## src/hdl/cis_pkg.sv

```systemverilog
// constants, field layout and types of the card interface status block
package cis_pkg;
  // ****************************************************************
  // register byte offsets
  // ****************************************************************
  localparam logic [7:0] OFS_STATUS = 8'h00;
  localparam logic [7:0] OFS_OPCTL = 8'h04;
  localparam logic [7:0] OFS_EN_LO = 8'h08;
  localparam logic [7:0] OFS_EN_HI = 8'h0c;
  localparam logic [7:0] OFS_FL_LO = 8'h10;
  localparam logic [7:0] OFS_FL_HI = 8'h14;
  localparam logic [7:0] OFS_CLR = 8'h18;

  // ****************************************************************
  // status field positions
  // ****************************************************************
  localparam int unsigned ST_BUSY = 7;
  localparam int unsigned ST_RXFULL = 6;
  localparam int unsigned ST_TXEMPTY = 5;
  localparam int unsigned ST_PERMIT = 4;
  localparam int unsigned ST_DBUSY = 3;
  localparam int unsigned ST_LEVEL = 2;
  localparam int unsigned ST_RSVD = 1;
  localparam int unsigned ST_REQ = 0;

  // ****************************************************************
  // operation control fields and masks
  // ****************************************************************
  localparam int unsigned OPC_ABORT = 0;
  localparam int unsigned OPC_LAUNCH = 1;
  localparam int unsigned OPC_SPI = 2;
  localparam logic [7:0] EN_HI_MASK = 8'he7;
  localparam int unsigned HI_CMD_TIMEOUT = 0;
  localparam logic [7:0] RST_BYTE = 8'h00;
  localparam logic [31:0] RST_WORD = 32'h0000_0000;

  // ****************************************************************
  // sequence tracking states
  // ****************************************************************
  typedef enum logic [1:0] {
    SEQ_IDLE,
    SEQ_RUN,
    SEQ_DBUSY
  } cis_seq_e;
endpackage : cis_pkg

```

## src/hdl/cis_pins_if.sv

```systemverilog
// synchronised card pin levels and link clock edge passed to the status core
`timescale 1ns/10ps
interface cis_pins_if;
  logic data_level;
  logic spi_level;
  logic link_rise;
  modport src (output data_level, output spi_level, output link_rise);
  modport dst (input data_level, input spi_level, input link_rise);
endinterface : cis_pins_if

```

## src/hdl/cis_status_top.sv

```systemverilog
// card interface status register bank with APB slave and interrupt flags
//
// Local design decisions: the APB register port and the placing of the registers.
`timescale 1ns/10ps
module cis_status_top #(
  parameter int unsigned SYNC_STAGES = 2
) (
  input wire logic clock_i,
  input wire logic sys_rst_i,
  // apb slave
  input wire logic psel_i,
  input wire logic penable_i,
  input wire logic pwrite_i,
  input wire logic [7:0] paddr_i,
  input wire logic [31:0] pwdata_i,
  output logic [31:0] prdata_o,
  output logic pready_o,
  output logic pslverr_o,
  // command engine side, same clock
  input wire logic seq_end_i,
  input wire logic end_with_busy_i,
  input wire logic cmd_sent_i,
  input wire logic rx_full_det_i,
  input wire logic tx_empty_det_i,
  input wire logic [7:0] irq_event_lo_i,
  input wire logic [7:0] irq_event_hi_i,
  output logic sequence_abort_o,
  output logic command_launch_o,
  output logic spi_mode_o,
  // card pins and link clock, asynchronous; irq_o registered on clock_i
  input wire logic card_data_pin_i,
  input wire logic spi_receive_pin_i,
  input wire logic link_clk_i,
  output logic irq_o
);
  typedef struct packed {
    cis_pkg::cis_seq_e seq;
    logic rx_full;
    logic tx_empty;
    logic permit;
    logic spi_mode;
    logic level;
    logic [7:0] en_lo;
    logic [7:0] en_hi;
    logic [7:0] fl_lo;
    logic [7:0] fl_hi;
    logic abort_p;
    logic launch_p;
    logic irq;
    logic pready;
    logic pslverr;
    logic [31:0] prdata;
  } cis_state_s;

  cis_state_s st;
  cis_state_s next_st;
  cis_pins_if pins ();

  // ****************************************************************
  // pin synchronisers
  // ****************************************************************
  cis_pin_sync #(
    .STAGES(SYNC_STAGES)
  ) u_sync (
    .clock_i(clock_i),
    .sys_rst_i(sys_rst_i),
    .card_data_pin_i(card_data_pin_i),
    .spi_receive_pin_i(spi_receive_pin_i),
    .link_clk_i(link_clk_i),
    .pins(pins)
  );

  // ****************************************************************
  // helpers
  // ****************************************************************
  // zero-extend a byte register into the bus word
  function automatic logic [31:0] cis_word(input logic [7:0] b);
    cis_word = {24'h00_0000, b};
  endfunction : cis_word

  // assemble the status byte from current state
  function automatic logic [7:0] cis_status(input cis_state_s s);
    logic [7:0] v;
    v = cis_pkg::RST_BYTE;
    v[cis_pkg::ST_BUSY] = (s.seq == cis_pkg::SEQ_RUN);
    v[cis_pkg::ST_RXFULL] = s.rx_full;
    v[cis_pkg::ST_TXEMPTY] = s.tx_empty;
    v[cis_pkg::ST_PERMIT] = s.permit;
    v[cis_pkg::ST_DBUSY] = (s.seq == cis_pkg::SEQ_DBUSY);
    v[cis_pkg::ST_LEVEL] = s.level;
    v[cis_pkg::ST_RSVD] = 1'b0;
    v[cis_pkg::ST_REQ] = |{s.fl_lo, s.fl_hi};
    cis_status = v;
  endfunction : cis_status

  // ****************************************************************
  // next state
  // ****************************************************************
  always_comb begin
    logic access;
    logic wr;
    logic seq_done;
    logic [7:0] clr_lo;
    logic [7:0] clr_hi;
    logic hit;
    logic [31:0] rd;
    access = 1'b0;
    wr = 1'b0;
    seq_done = 1'b0;
    clr_lo = 8'h00;
    clr_hi = 8'h00;
    hit = 1'b0;
    rd = cis_pkg::RST_WORD;
    next_st = st;
    next_st.abort_p = 1'b0;
    next_st.launch_p = 1'b0;

    // apb: one wait cycle, then ready; write acts on the ready edge only
    access = psel_i & penable_i & st.pready;
    wr = access & pwrite_i;
    next_st.pready = psel_i & penable_i & ~st.pready;

    // read mux and decode, latched in the cycle ready rises
    unique case (paddr_i)
      cis_pkg::OFS_STATUS: begin
        hit = 1'b1;
        rd = cis_word(cis_status(st));
      end
      cis_pkg::OFS_OPCTL: begin
        hit = 1'b1;
        rd = cis_word({5'h00, st.spi_mode, 2'h0});
      end
      cis_pkg::OFS_EN_LO: begin
        hit = 1'b1;
        rd = cis_word(st.en_lo);
      end
      cis_pkg::OFS_EN_HI: begin
        hit = 1'b1;
        rd = cis_word(st.en_hi);
      end
      cis_pkg::OFS_FL_LO: begin
        hit = 1'b1;
        rd = cis_word(st.fl_lo);
      end
      cis_pkg::OFS_FL_HI: begin
        hit = 1'b1;
        rd = cis_word(st.fl_hi);
      end
      cis_pkg::OFS_CLR: begin
        hit = 1'b1; // write-only, reads zero
      end
      default: begin
        hit = 1'b0;
      end
    endcase
    if (next_st.pready) begin
      next_st.prdata = pwrite_i ? cis_pkg::RST_WORD : rd;
      next_st.pslverr = ~hit;
    end else begin
      next_st.pslverr = 1'b0;
    end

    // register writes; status and flag offsets ignore writes
    if (wr && hit) begin
      unique case (paddr_i)
        cis_pkg::OFS_OPCTL: begin
          next_st.spi_mode = pwdata_i[cis_pkg::OPC_SPI];
          next_st.abort_p = pwdata_i[cis_pkg::OPC_ABORT];
          // launch ignored while running; abort takes priority
          next_st.launch_p = pwdata_i[cis_pkg::OPC_LAUNCH] & ~pwdata_i[cis_pkg::OPC_ABORT]
            & (st.seq != cis_pkg::SEQ_RUN);
        end
        cis_pkg::OFS_EN_LO: begin
          next_st.en_lo = pwdata_i[7:0];
        end
        cis_pkg::OFS_EN_HI: begin
          next_st.en_hi = pwdata_i[7:0] & cis_pkg::EN_HI_MASK;
        end
        cis_pkg::OFS_CLR: begin
          clr_lo = pwdata_i[7:0];
          clr_hi = pwdata_i[15:8];
        end
        default: begin
          next_st.spi_mode = st.spi_mode;
        end
      endcase
    end

    // pin level of the line selected by the mode
    next_st.level = st.spi_mode ? pins.spi_level : pins.data_level;

    // sequence tracking
    seq_done = (st.seq == cis_pkg::SEQ_RUN) & (seq_end_i | next_st.abort_p);
    unique case (st.seq)
      cis_pkg::SEQ_IDLE: begin
        if (next_st.launch_p) begin
          next_st.seq = cis_pkg::SEQ_RUN;
        end
      end
      cis_pkg::SEQ_RUN: begin
        if (next_st.abort_p) begin
          next_st.seq = cis_pkg::SEQ_IDLE;
        end else if (seq_end_i) begin
          // card pulls the line low while busy
          next_st.seq = (end_with_busy_i && !st.level) ? cis_pkg::SEQ_DBUSY
            : cis_pkg::SEQ_IDLE;
        end
      end
      cis_pkg::SEQ_DBUSY: begin
        if (st.level) begin
          next_st.seq = cis_pkg::SEQ_IDLE;
        end else if (next_st.launch_p) begin
          next_st.seq = cis_pkg::SEQ_RUN;
        end
      end
    endcase

    // fifo pause bits; a detect wins over a resume in the same cycle
    if (rx_full_det_i) begin
      next_st.rx_full = 1'b1;
    end else if (seq_done || (st.rx_full && pins.link_rise)) begin
      next_st.rx_full = 1'b0;
    end
    if (tx_empty_det_i) begin
      next_st.tx_empty = 1'b1;
    end else if (seq_done || (st.tx_empty && pins.link_rise)) begin
      next_st.tx_empty = 1'b0;
    end

    // command write permit
    if (next_st.launch_p) begin
      next_st.permit = 1'b1;
    end else if (cmd_sent_i || seq_done) begin
      next_st.permit = 1'b0;
    end

    // sticky flags: set only if enabled, set wins over clear
    next_st.fl_lo = (st.fl_lo & ~clr_lo) | (irq_event_lo_i & st.en_lo);
    next_st.fl_hi = (st.fl_hi & ~clr_hi) | (irq_event_hi_i & st.en_hi);
    next_st.irq = |{next_st.fl_lo & next_st.en_lo, next_st.fl_hi & next_st.en_hi};
  end

  // ****************************************************************
  // state register
  // ****************************************************************
  always_ff @(posedge clock_i) begin
    if (sys_rst_i) begin
      st <= '0;
    end else begin
      st <= next_st;
    end
  end

  // outputs straight from state flops
  assign prdata_o = st.prdata;
  assign pready_o = st.pready;
  assign pslverr_o = st.pslverr;
  assign sequence_abort_o = st.abort_p;
  assign command_launch_o = st.launch_p;
  assign spi_mode_o = st.spi_mode;
  assign irq_o = st.irq;
endmodule : cis_status_top

```

## src/hdl/cis_pin_sync.sv

```systemverilog
// two-flop synchronisers for card pins and link clock edge finder
`timescale 1ns/10ps
module cis_pin_sync #(
  parameter int unsigned STAGES = 2
) (
  input wire logic clock_i,
  input wire logic sys_rst_i,
  input wire logic card_data_pin_i,
  input wire logic spi_receive_pin_i,
  input wire logic link_clk_i,
  cis_pins_if.src pins
);
  typedef struct packed {
    logic [STAGES-1:0] dat;
    logic [STAGES-1:0] spi;
    logic [STAGES-1:0] clk;
    logic clk_last;
    logic rise;
  } cis_sync_s;

  cis_sync_s st;
  cis_sync_s next_st;

  // fewer than two stages would let metastability reach the core
  if (STAGES < 2) begin : g_chk
    $error("cis_pin_sync needs at least two stages");
  end

  // shift chains; only the last stage is ever looked at
  always_comb begin
    next_st = st;
    next_st.dat = {st.dat[STAGES-2:0], card_data_pin_i};
    next_st.spi = {st.spi[STAGES-2:0], spi_receive_pin_i};
    next_st.clk = {st.clk[STAGES-2:0], link_clk_i};
    next_st.clk_last = st.clk[STAGES-1];
    next_st.rise = st.clk[STAGES-1] & ~st.clk_last;
  end

  // register all sync state
  always_ff @(posedge clock_i) begin
    if (sys_rst_i) begin
      st <= '0;
    end else begin
      st <= next_st;
    end
  end

  assign pins.data_level = st.dat[STAGES-1];
  assign pins.spi_level = st.spi[STAGES-1];
  assign pins.link_rise = st.rise;
endmodule : cis_pin_sync

```

## config.mk

```make
export PLATFORM = sky130hd
export DESIGN_NAME = cis_status_top
export DESIGN_NICKNAME = d
export VERILOG_FILES = /design/src/hdl/cis_pkg.sv /design/src/hdl/cis_pins_if.sv /design/src/hdl/cis_status_top.sv /design/src/hdl/cis_pin_sync.sv
export SDC_FILE = /design/constraint.sdc
export NUM_CORES = 1
export LEC_CHECK = 0
export BUFFER_PORTS_ARGS = -buffer_cell sky130_fd_sc_hd__buf_2
export CAP_MARGIN = 30
export CORE_MARGIN = 1.5
export CORE_UTILIZATION = 51
export DETAILED_ROUTE_END_ITERATION = 10
export GPL_TIMING_DRIVEN = 0
export PLACE_DENSITY = 0.8
export SYNTH_ARGS = -nofsm -noshare
export SYNTH_HDL_FRONTEND = slang
export SYNTH_SLANG_ARGS = --single-unit
```

## constraint.sdc

```tcl
create_clock -name clock_i -period 2.52 [get_ports clock_i]
set_input_delay 0.252 -clock clock_i [delete_from_list [all_inputs] [get_ports clock_i]]
set_output_delay 0.252 -clock clock_i [all_outputs]
set_load 0.05 [all_outputs]
```

Yosys cells after proc, flatten, opt, wreduce, memory -nomap -nowiden. Index checks and enable logic that the tools add are counted.

Register bits after elaboration: 84. Bits of input ports: 69. Output and inout port bits: 38. Logic and storage cells: 98.

Eq/ne operators: 10. Multiplexer cells: 25. Bitwise logic cells: 24. Reductions and logical operators: 18.

Operators by type and width (number): bitwise AND 8 bit (6); two-way mux 8 bit (6); one-hot mux 8 bit (6 select lines) (1); two-way mux 32 bit (1); OR reduction 16 bit (2); == test 8 x 5 -> 1 bit (second input constant) (3); == test 8 x 4 -> 1 bit (second input constant) (2); two-way mux 16 bit (1); inverter 8 bit (2); OR 8 bit (2); two-way mux 2 bit (7); bitwise AND 1 bit (8); == test 8 x 3 -> 1 bit (second input constant) (1); zero test 8 bit (1); two-way mux 1 bit (8); OR reduction 7 bit (1); one-hot mux 2 bit (3 select lines) (1); nonzero test 2 bit (3); inverter 1 bit (5); logical AND 1 bit (4); logical OR 1 bit (3); inequality test 3 bit (second input constant) (1); == test 2 x 1 -> 1 bit (second input constant) (1); == test 2 bit (second input constant) (1); other kinds (6) (6).

Depth between registers and ports, before layout. Gate-level depths: netlist of the first run.

Depth in word-level cells: 10. Depth in mapped cells: 8. Depth with buffers taken out: 8.

By module. From an unflattened synthesis of the first run, not the netlist that was laid out.

Cells, all modules: 381. Area, all modules: 3243.1 µm².

By module, submodules not included: cis_status_top (instances 1, cells an instance 365, area an instance 3026.7 µm², sequential area each 1041.0 µm²); cis_pin_sync (instances 1, cells an instance 16, area an instance 216.5 µm², sequential area each 160.2 µm²).

Least setup slack after synthesis of the first run. Ideal clock, no wire load.

Kind: flip-flop to flip-flop. From: reg st, in the netlist pready_o. To: reg st, in the netlist irq_o. Setup time: 0.077 ns. Data arrival time: 2.322 ns. Data required time: 2.443 ns. Path slack: 0.122 ns. Cell stages (with the launch flop): 8. Buffers on the path: 1. Clock period less this slack: 2.398 ns. Path through: dfxtp_1 -> nand4_1 -> nor4b_4 -> and2_1 -> buf_2 -> a21oi_1 -> o311a_1 -> a41oi_2.

Longest elaborated chain between the ends: 9. Elaborated cells on any way between the ends: 15. Those cells by class: mux: 3; bitwise: 10; reduce/logical: 2.

Ends and longest elaborated chain: start: declaration (line cis_status_top.sv:55) `cis_state_s st;`; start signal: assignment (line cis_status_top.sv:250) `st <= next_st;`; bitwise AND 1 bit (*) (line cis_status_top.sv:119) `access = psel_i & penable_i & st.pready;`; bitwise AND 1 bit (*) (line cis_status_top.sv:120) `wr = access & pwrite_i;`; logical AND 1 bit (*) (line cis_status_top.sv:164) `if (wr && hit) begin`; two-way mux 8 bit (line cis_status_top.sv:164); inverter 8 bit (on tied branches) (line cis_status_top.sv:238, cis_status_top.sv:239); bitwise AND 8 bit (on tied branches) (line cis_status_top.sv:238, cis_status_top.sv:239); OR 8 bit (on tied branches) (line cis_status_top.sv:238, cis_status_top.sv:239); bitwise AND 8 bit (line cis_status_top.sv:240) `next_st.irq = |{next_st.fl_lo & next_st.en_lo, next_st.fl_hi & next_st.en_hi};`; OR reduction 16 bit (*) (line cis_status_top.sv:240).

Every way passes the cells marked *; elsewhere a longest branch is shown, timed or not. A chain may end at the register's enable or synchronous reset.

Worst setup path after layout of the first run. Same ends and word-level chain as after synthesis.

==> impl_metrics.csv, run 1 <==
group,metric,value,unit
outcome,status,"finished clean",
detailed_routing,wl,9840,µm
logic_synthesis,yosys-top-cells-count,"dfxtp_1, nand2_1, a21oi_1, nor2_1, buf_4",
min_path,hold_class,"primary input to register",
logic_synthesis,ys_seq_area_share,36.2,%
global_route,grt_pass1_wl,15400,µm
logic_synthesis,synth_top_area_share,36.2,%
setup_path,crit_arrival,2.63,ns
logic_synthesis,synth_compound_area_share,23.2,%
logic_synthesis,synthCells,404,
placement,portBuffers,62,
placement,place_ws,-0.337,ns
global_route,grt_max_degree,11,
sta,worst_pin_slew,1.03,ns
logic_synthesis,synthAdderAreaFrac,0.755,%
global_route,grt_pass1_vias,2989,
cts,cts_tree,"done",
global_route,grt-ovfl-total,0,
logic_synthesis,synth-async-reset-ratio,0,%
final_layout,final_nets,573,
sta,max_freq,0.410,GHz
logic_synthesis,synth_cell_types,55,
sta,skew,0.0120,ns
detailed_routing,dr_total_vias,3388,
cts,root_buffer,"clkbuf_8",
cts,hold_buffers,0,
global_route,antenna_found_initial,0,
global_route,track_usage,28.2,%
logic_synthesis,yosys_warnings,0,
floorplan,start_util,52.5,%
logic_synthesis,synthMuxAreaShare,4.91,%
detailed_routing,firstDrtPassIters,6,
sta,fin_hold_ws,0.105,ns
placement,dp.cells,566,
detailed_routing,via_per_inst,5.81,
power_and_ir_drop,power_density,566,mW/mm²
logic_synthesis,ys_seq_elements,60,
setup_path,path_class,"register to register",
final_layout,postLayoutCoreUtil,64.4,%
sta,hold_violations,0,
logic_synthesis,synth_top_family_by_area,"simple AND/OR/NAND/NOR gates",
floorplan,row_count,29,
sta,rsz0062_at_grt,"no",
detailed_routing,wl_per_cell,16.9,µm
placement,dp_hpwl,7150,µm
detailed_routing,drtIter0Drc,388,
sta,report.final.setup_viol,0,
logic_synthesis,synth_top_area_cell,"dfxtp_1",
final_layout,syn_to_final_growth,22.8,%
logic_synthesis,avgSynthCellArea,8.20,µm²
logic_synthesis,syn-cell-area,0.00331,mm²
final_layout,antenna_cells,0,
floorplan,die_w,83.6,µm
detailed_routing,antenna_left,0,
floorplan,dieArea,0.00699,mm²
job,cap_violations,0,
sta,fin_crit_sh,96.8,%
cts,cts.sinks,60,
final_layout,fillerInstances,573,
sta,period_needed,2.44,ns
power_and_ir_drop,p_leak,0.00165,µW
logic_synthesis,synth_most_common_cell,"dfxtp_1",
setup_path,end_kind,"register",
cts,clockBufferDepth,2,
final_layout,drive_above_1_share,25.5,%
cts,cts-htree-levels,3,
power_and_ir_drop,ir_drop,0.000512,V
setup_path,worst-path-max-fanout,9,
floorplan,fp.coreArea,0.00631,mm²
logic_synthesis,ys.flop_type,"dfxtp_1",
sta,drv_slew,0,
detailed_routing,drc,0,
cts,clkLatencyLatePin,0.35,ns
cts,cts_buffers,9,
placement,place_congestion,0.953,
final_layout,final_cells,583,
logic_synthesis,synth-simple-area-share,23.5,%
floorplan,die_h,83.6,µm
setup_path,critPathLaunchType,"register",
logic_synthesis,synth_xor_xnor_area_share,0,%
logic_synthesis,netlist_top_cells_area,"dfxtp_1, buf_4, a21oi_1",
sta,relSlewSlack,30.4,%
cts,clk_transition_reported_paths,0.07,ns
setup_path,cp.required,2.71,ns
sta,fin_ws,0.0812,ns
logic_synthesis,synth_edf_count,0,
floorplan,ios,107,
-- area by class of cell --
class                      count  area [µm²]  area share (%)
buffer                        60         355            8.73
clock buffer                  10         138            3.38
clock inverter                 5         100            2.46
inverter                       5        18.8           0.461
multi-input combinational    302        1830            45.1
sequential                    60        1200            29.5
tap                           77        96.3            2.37
timing repair buffer          64         325            8.00
-- critical path, cell delays in order (launching register included) --
cell and delay, ns:
dfxtp_1 0.36, nand4_1 0.36, nor4_4 0.70, a21oi_1 0.16, nor4_1 0.31, o311a_1 0.26, a41oi_2 0.13
-- through the flow --
step	cell area, µm²	power, µW	setup TNS, ns
after floorplan	3400	1170	0
after global placement	3810	1250	-1.81
after detailed placement	3810	1250	-2.35
after CTS	4050	2300	0
after global routing	4070	2370	0
final	4070	2300	0
-- cells in the final DEF (no fill, tap or decap), drive strengths merged, types with 5 or more instances in the layout --
cell type / synthesis / final
nor2: 37 / 37
o22ai: 5 / 5
o221ai: 5 / 5
nor2b: 11 / 11
clkbuf: 22 / 32
a31oi: 7 / 7
conb: 1 / 24
a21oi: 39 / 39
nand2: 50 / 50
inv: 5 / 5
nor4: 7 / 7
o21ai: 16 / 16
mux2i: 14 / 14
buf: 38 / 102
dfxtp: 60 / 60
a31o: 5 / 5
a22oi: 20 / 20
nand3b: 11 / 11
-- report_power, final --
part / total, µW / internal [µW] / switching (µW)
combinational: 273 / 84.8 / 188
sequential: 962 / 957 / 4.71
clock: 1070 / 675 / 392
-- cells by family after synthesis --
group           after synthesis
compound gates              117
fa+ha+maj                     2
buf+inv                      65
flops                        60
mux                          15
other cells                   1
simple gates                144
-- final timing paths --
check,from,endpoint,slack (ns),cells after the start
max,pready_o,irq_o,0.08,6
min,link_clk_i,u_sync.next_st[3],0.11,2
min reg2reg,u_sync.st[1],u_sync.pins.link_rise,0.41,1
max reg2reg,pready_o,irq_o,0.08,6
-- state kept, by name, indices dropped and copies added (netlist names) --
register                flops
st                         38
prdata_o                    8
u_sync.next_st              4
command_launch_o            1
irq_o                       1
pready_o                    1
pslverr_o                   1
sequence_abort_o            1
spi_mode_o                  1
u_sync.pins.data_level      1
u_sync.pins.link_rise       1
u_sync.pins.spi_level       1
u_sync.st                   1
-- layer usage --
layer | track usage [%] | wire length, µm | up-vias
li1 | - | - | 1605
met2 | 43.5 | 4420 | 215
met3 | 4.85 | 980 | 33
met1 | 38.7 | 4130 | 1535
met4 | 12.2 | 311 | 0
met5 | 0 | 0 | -
-- timing repair --
item / in CTS / in global routing
buffers inserted: 0 / 2
pin swaps: 0 / 1
hold endpoints to repair: 0 / 0
setup endpoints to repair: 1 / 1
resized for setup: 1 / 0
(Power assumes the default switching activity.)
==> run 2, diff against run 1 <==
--- a/config.mk
+++ b/config.mk
@@ -5,13 +5,14 @@
 export SDC_FILE = /design/constraint.sdc
 export NUM_CORES = 1
 export LEC_CHECK = 0
+export ABC_AREA = 1
 export BUFFER_PORTS_ARGS = -buffer_cell sky130_fd_sc_hd__buf_2
 export CAP_MARGIN = 30
 export CORE_MARGIN = 1.5
-export CORE_UTILIZATION = 51
+export CORE_UTILIZATION = 52
 export DETAILED_ROUTE_END_ITERATION = 10
 export GPL_TIMING_DRIVEN = 0
-export PLACE_DENSITY = 0.8
+export PLACE_DENSITY = 0.81
 export SYNTH_ARGS = -nofsm -noshare
 export SYNTH_HDL_FRONTEND = slang
 export SYNTH_SLANG_ARGS = --single-unit
==> run 2 against run 1 <==
  * Sequential power about the same
  * Global-route usage decreased by 0.55 points
  * Register-to-register slack improved by 0.13 ns
  * Synthesized cell count increased by 30%
  * Maximum frequency increased by 5.7%
  * Core utilization increased by 0.74 points
  * Worst setup slack improved by 0.13 ns
  * Clock skew decreased by 0.0048 ns
  * Die area increased by 1.6%
  * First-iteration DRC count decreased by 37%
  * Flip-flop and latch count unchanged
  * Largest cell class unchanged
==> impl_metrics.csv, run 2 <==
group,metric,value,unit
sta,fin_ws,0.213,ns
logic_synthesis,yosys_warnings,0,
cts,clockBufferDepth,2,
floorplan,die_h,84.3,µm
placement,dp.cells,690,
floorplan,start_util,54.1,%
setup_path,worst_path_max_delay_cell,"nor2_2",
detailed_routing,wl_per_cell,13.6,µm
sta,drv_slew,0,
sta,max_freq,0.434,GHz
sta,skew,0.00718,ns
logic_synthesis,ys_seq_area_share,35.0,%
final_layout,final_common_cell,"nand2_1",
floorplan,dieArea,0.00710,mm²
min_path,hold_path_startpoint,"card_data_pin_i",
final_layout,antenna_cells,0,
placement,place_ws,0.246,ns
logic_synthesis,syn-cell-area,0.00343,mm²
floorplan,fp.coreArea,0.00635,mm²
global_route,grt_max_degree,12,
detailed_routing,antenna_left,0,
detailed_routing,wl,9620,µm
cts,post_cts_buffers,0,
setup_path,path_class,"register to register",
min_path,hold_class,"primary input to register",
setup_path,critPathMaxStageDelay,0.51,ns
global_route,antenna_found_initial,0,
logic_synthesis,yosys-top-cells-count,"nand2_1, dfxtp_1, inv_1, nor2_1, a21oi_1",
placement,dp_hpwl,7290,µm
cts,cts.sinks,60,
final_layout,drive_above_1_share,23.5,%
sta,period_needed,2.31,ns
detailed_routing,drc,0,
sta,relSlewSlack,55.8,%
logic_synthesis,synth_cell_types,35,
detailed_routing,firstDrtPassIters,5,
cts,cts-htree-levels,3,
job,cap_violations,0,
logic_synthesis,synth_top_area_cell,"dfxtp_1",
power_and_ir_drop,p_leak,0.00215,µW
logic_synthesis,synthCells,524,
logic_synthesis,synth_most_common_cell,"nand2_1",
global_route,grt_pass1_wl,15300,µm
setup_path,path_buf_inv,1,
cts,root_buffer,"clkbuf_8",
detailed_routing,drtIter0Drc,244,
logic_synthesis,ys_seq_elements,60,
sta,hold_violations,0,
final_layout,final_cell_mix,"nand2_1, buf_2, dfxtp_1",
logic_synthesis,synth-async-reset-ratio,0,%
sta,setup-tns-final,0,ns
cts,cts_buffers,9,
logic_synthesis,netlist_top_cells_area,"dfxtp_1, nand2_1, buf_4",
global_route,track_usage,27.6,%
power_and_ir_drop,ir_drop,0.000360,V
power_and_ir_drop,power_density,495,mW/mm²
logic_synthesis,ys.flop_type,"dfxtp_1",
detailed_routing,dr_total_vias,3532,
sta,rsz0062_at_grt,"no",
cts,clkLatencyLatePin,0.35,ns
floorplan,row_count,29,
placement,place_congestion,0.951,
floorplan,die_w,84.3,µm
detailed_routing,via_per_inst,5.00,
final_layout,final_cells,706,
sta,report.final.setup_viol,0,
cts,cts_tree,"done",
setup_path,worstRegToRegCells,12,
setup_path,path_cells,"nand2_1 > nor2_2 > nand2_4 > buf_2 > nand2_1 > nand2_1 > nand2_1 > nand2_1 > nor2_1 > nand2_1 > nor2_1 > nor2_1",
setup_path,r2r-start,"pready_o",
min_path,hold_end,"u_sync.next_st[7]",
floorplan,ios,107,
cts,ctsResizeCount,0,
setup_path,end_kind,"register",
setup_path,worst-path-max-fanout,10,
setup_path,crit_start,"pready_o",
final_layout,final_nets,695,
logic_synthesis,synth_top_area_share,35.0,%
final_layout,top_register,"st",
setup_path,crit_top_cell,"nand2_1",
setup_path,worstReg2RegEnd,"irq_o",
global_route,grt_pass1_vias,3197,
setup_path,cp_top_family,"simple AND/OR/NAND/NOR gates",
logic_synthesis,synth_edf_count,0,
final_layout,syn_to_final_growth,20.5,%
sta,fin_hold_ws,0.107,ns
placement,portBuffers,66,
outcome,status,"finished clean",
setup_path,r2r_slack,0.21,ns
setup_path,cp.required,2.74,ns
cts,hold_buffers,0,
setup_path,crit_arrival,2.52,ns
final_layout,postLayoutCoreUtil,65.2,%
global_route,grt-ovfl-total,0,
logic_synthesis,avgSynthCellArea,6.55,µm²
setup_path,critPathLaunchType,"register",
min_path,holdPathStages,3,
sta,worst_pin_slew,0.663,ns
final_layout,largest_reg_flops,38,
cts,clk_transition_reported_paths,0.07,ns
sta,fin_crit_sh,91.5,%
==> run 2: logic make-up (layout without fill, tap and decap cells) <==
logic type | Yosys count | after routing | synth area share [%]
flip-flops | 60 | 60 | 35.0
other | 1 | 24 | 0.109
buffers and inverters | 103 | 185 | 15.9
AO/OA/AOI/OAI | 77 | 77 | 12.5
AND/OR/NAND/NOR | 281 | 281 | 35.8
adder cells (fa/ha/maj) | 2 | 2 | 0.728
==> run 2: power by group <==
group          switching, µW  internal (µW)
logic                    160           72.7
clock network            398            456
registers               3.96            957
total                    563           1490
==> run 2: worst max path at each step <==
stage          cells after the start  slack, ns     to
2_1_floorplan                     12       0.55  irq_o
3_3_place_gp                      18       0.25  irq_o
3_5_place_dp                      18       0.25  irq_o
4_1_cts                           12       0.25  irq_o
5_1_grt                           12       0.13  irq_o
6_report                          12       0.21  irq_o
==> run 2: through the flow <==
stage          total power [µW]  instance area (µm²)
5_1_grt                    2130                 4140
3_5_place_dp               1210                 3950
6_report                   2050                 4140
4_1_cts                    2060                 4140
2_1_floorplan              1150                 3520
3_3_place_gp               1210                 3950
==> run 2: per-layer routing <==
layer | routed length [µm] | global-route usage, % | vias up
li1 | - | - | 1802
met1 | 4210 | 36.3 | 1564
met2 | 4480 | 45.7 | 147
met3 | 740 | 5.41 | 19
met4 | 183 | 8.94 | 0
met5 | 0 | 0 | -
==> run 2: worst reg2reg max path: stages (launching register included) <==
cell     delay, ns
dfxtp_1       0.35
nand2_1       0.07
nor2_2        0.51
nand2_4       0.21
buf_2         0.27
nand2_1       0.11
nand2_1       0.08
nand2_1       0.11
nand2_1       0.06
nor2_1        0.18
nand2_1       0.08
nor2_1        0.11
nor2_1        0.05
==> run 2: cell type report <==
cell class,count,area [µm²]
Sequential cell,60,1200
Timing Repair Buffer,66,330
Multi-Input combinational cell,384,1770
Clock buffer,10,128
Tap cell,77,96.3
Fill cell,638,2210
Buffer,47,332
Clock inverter,6,63.8
Inverter,56,215
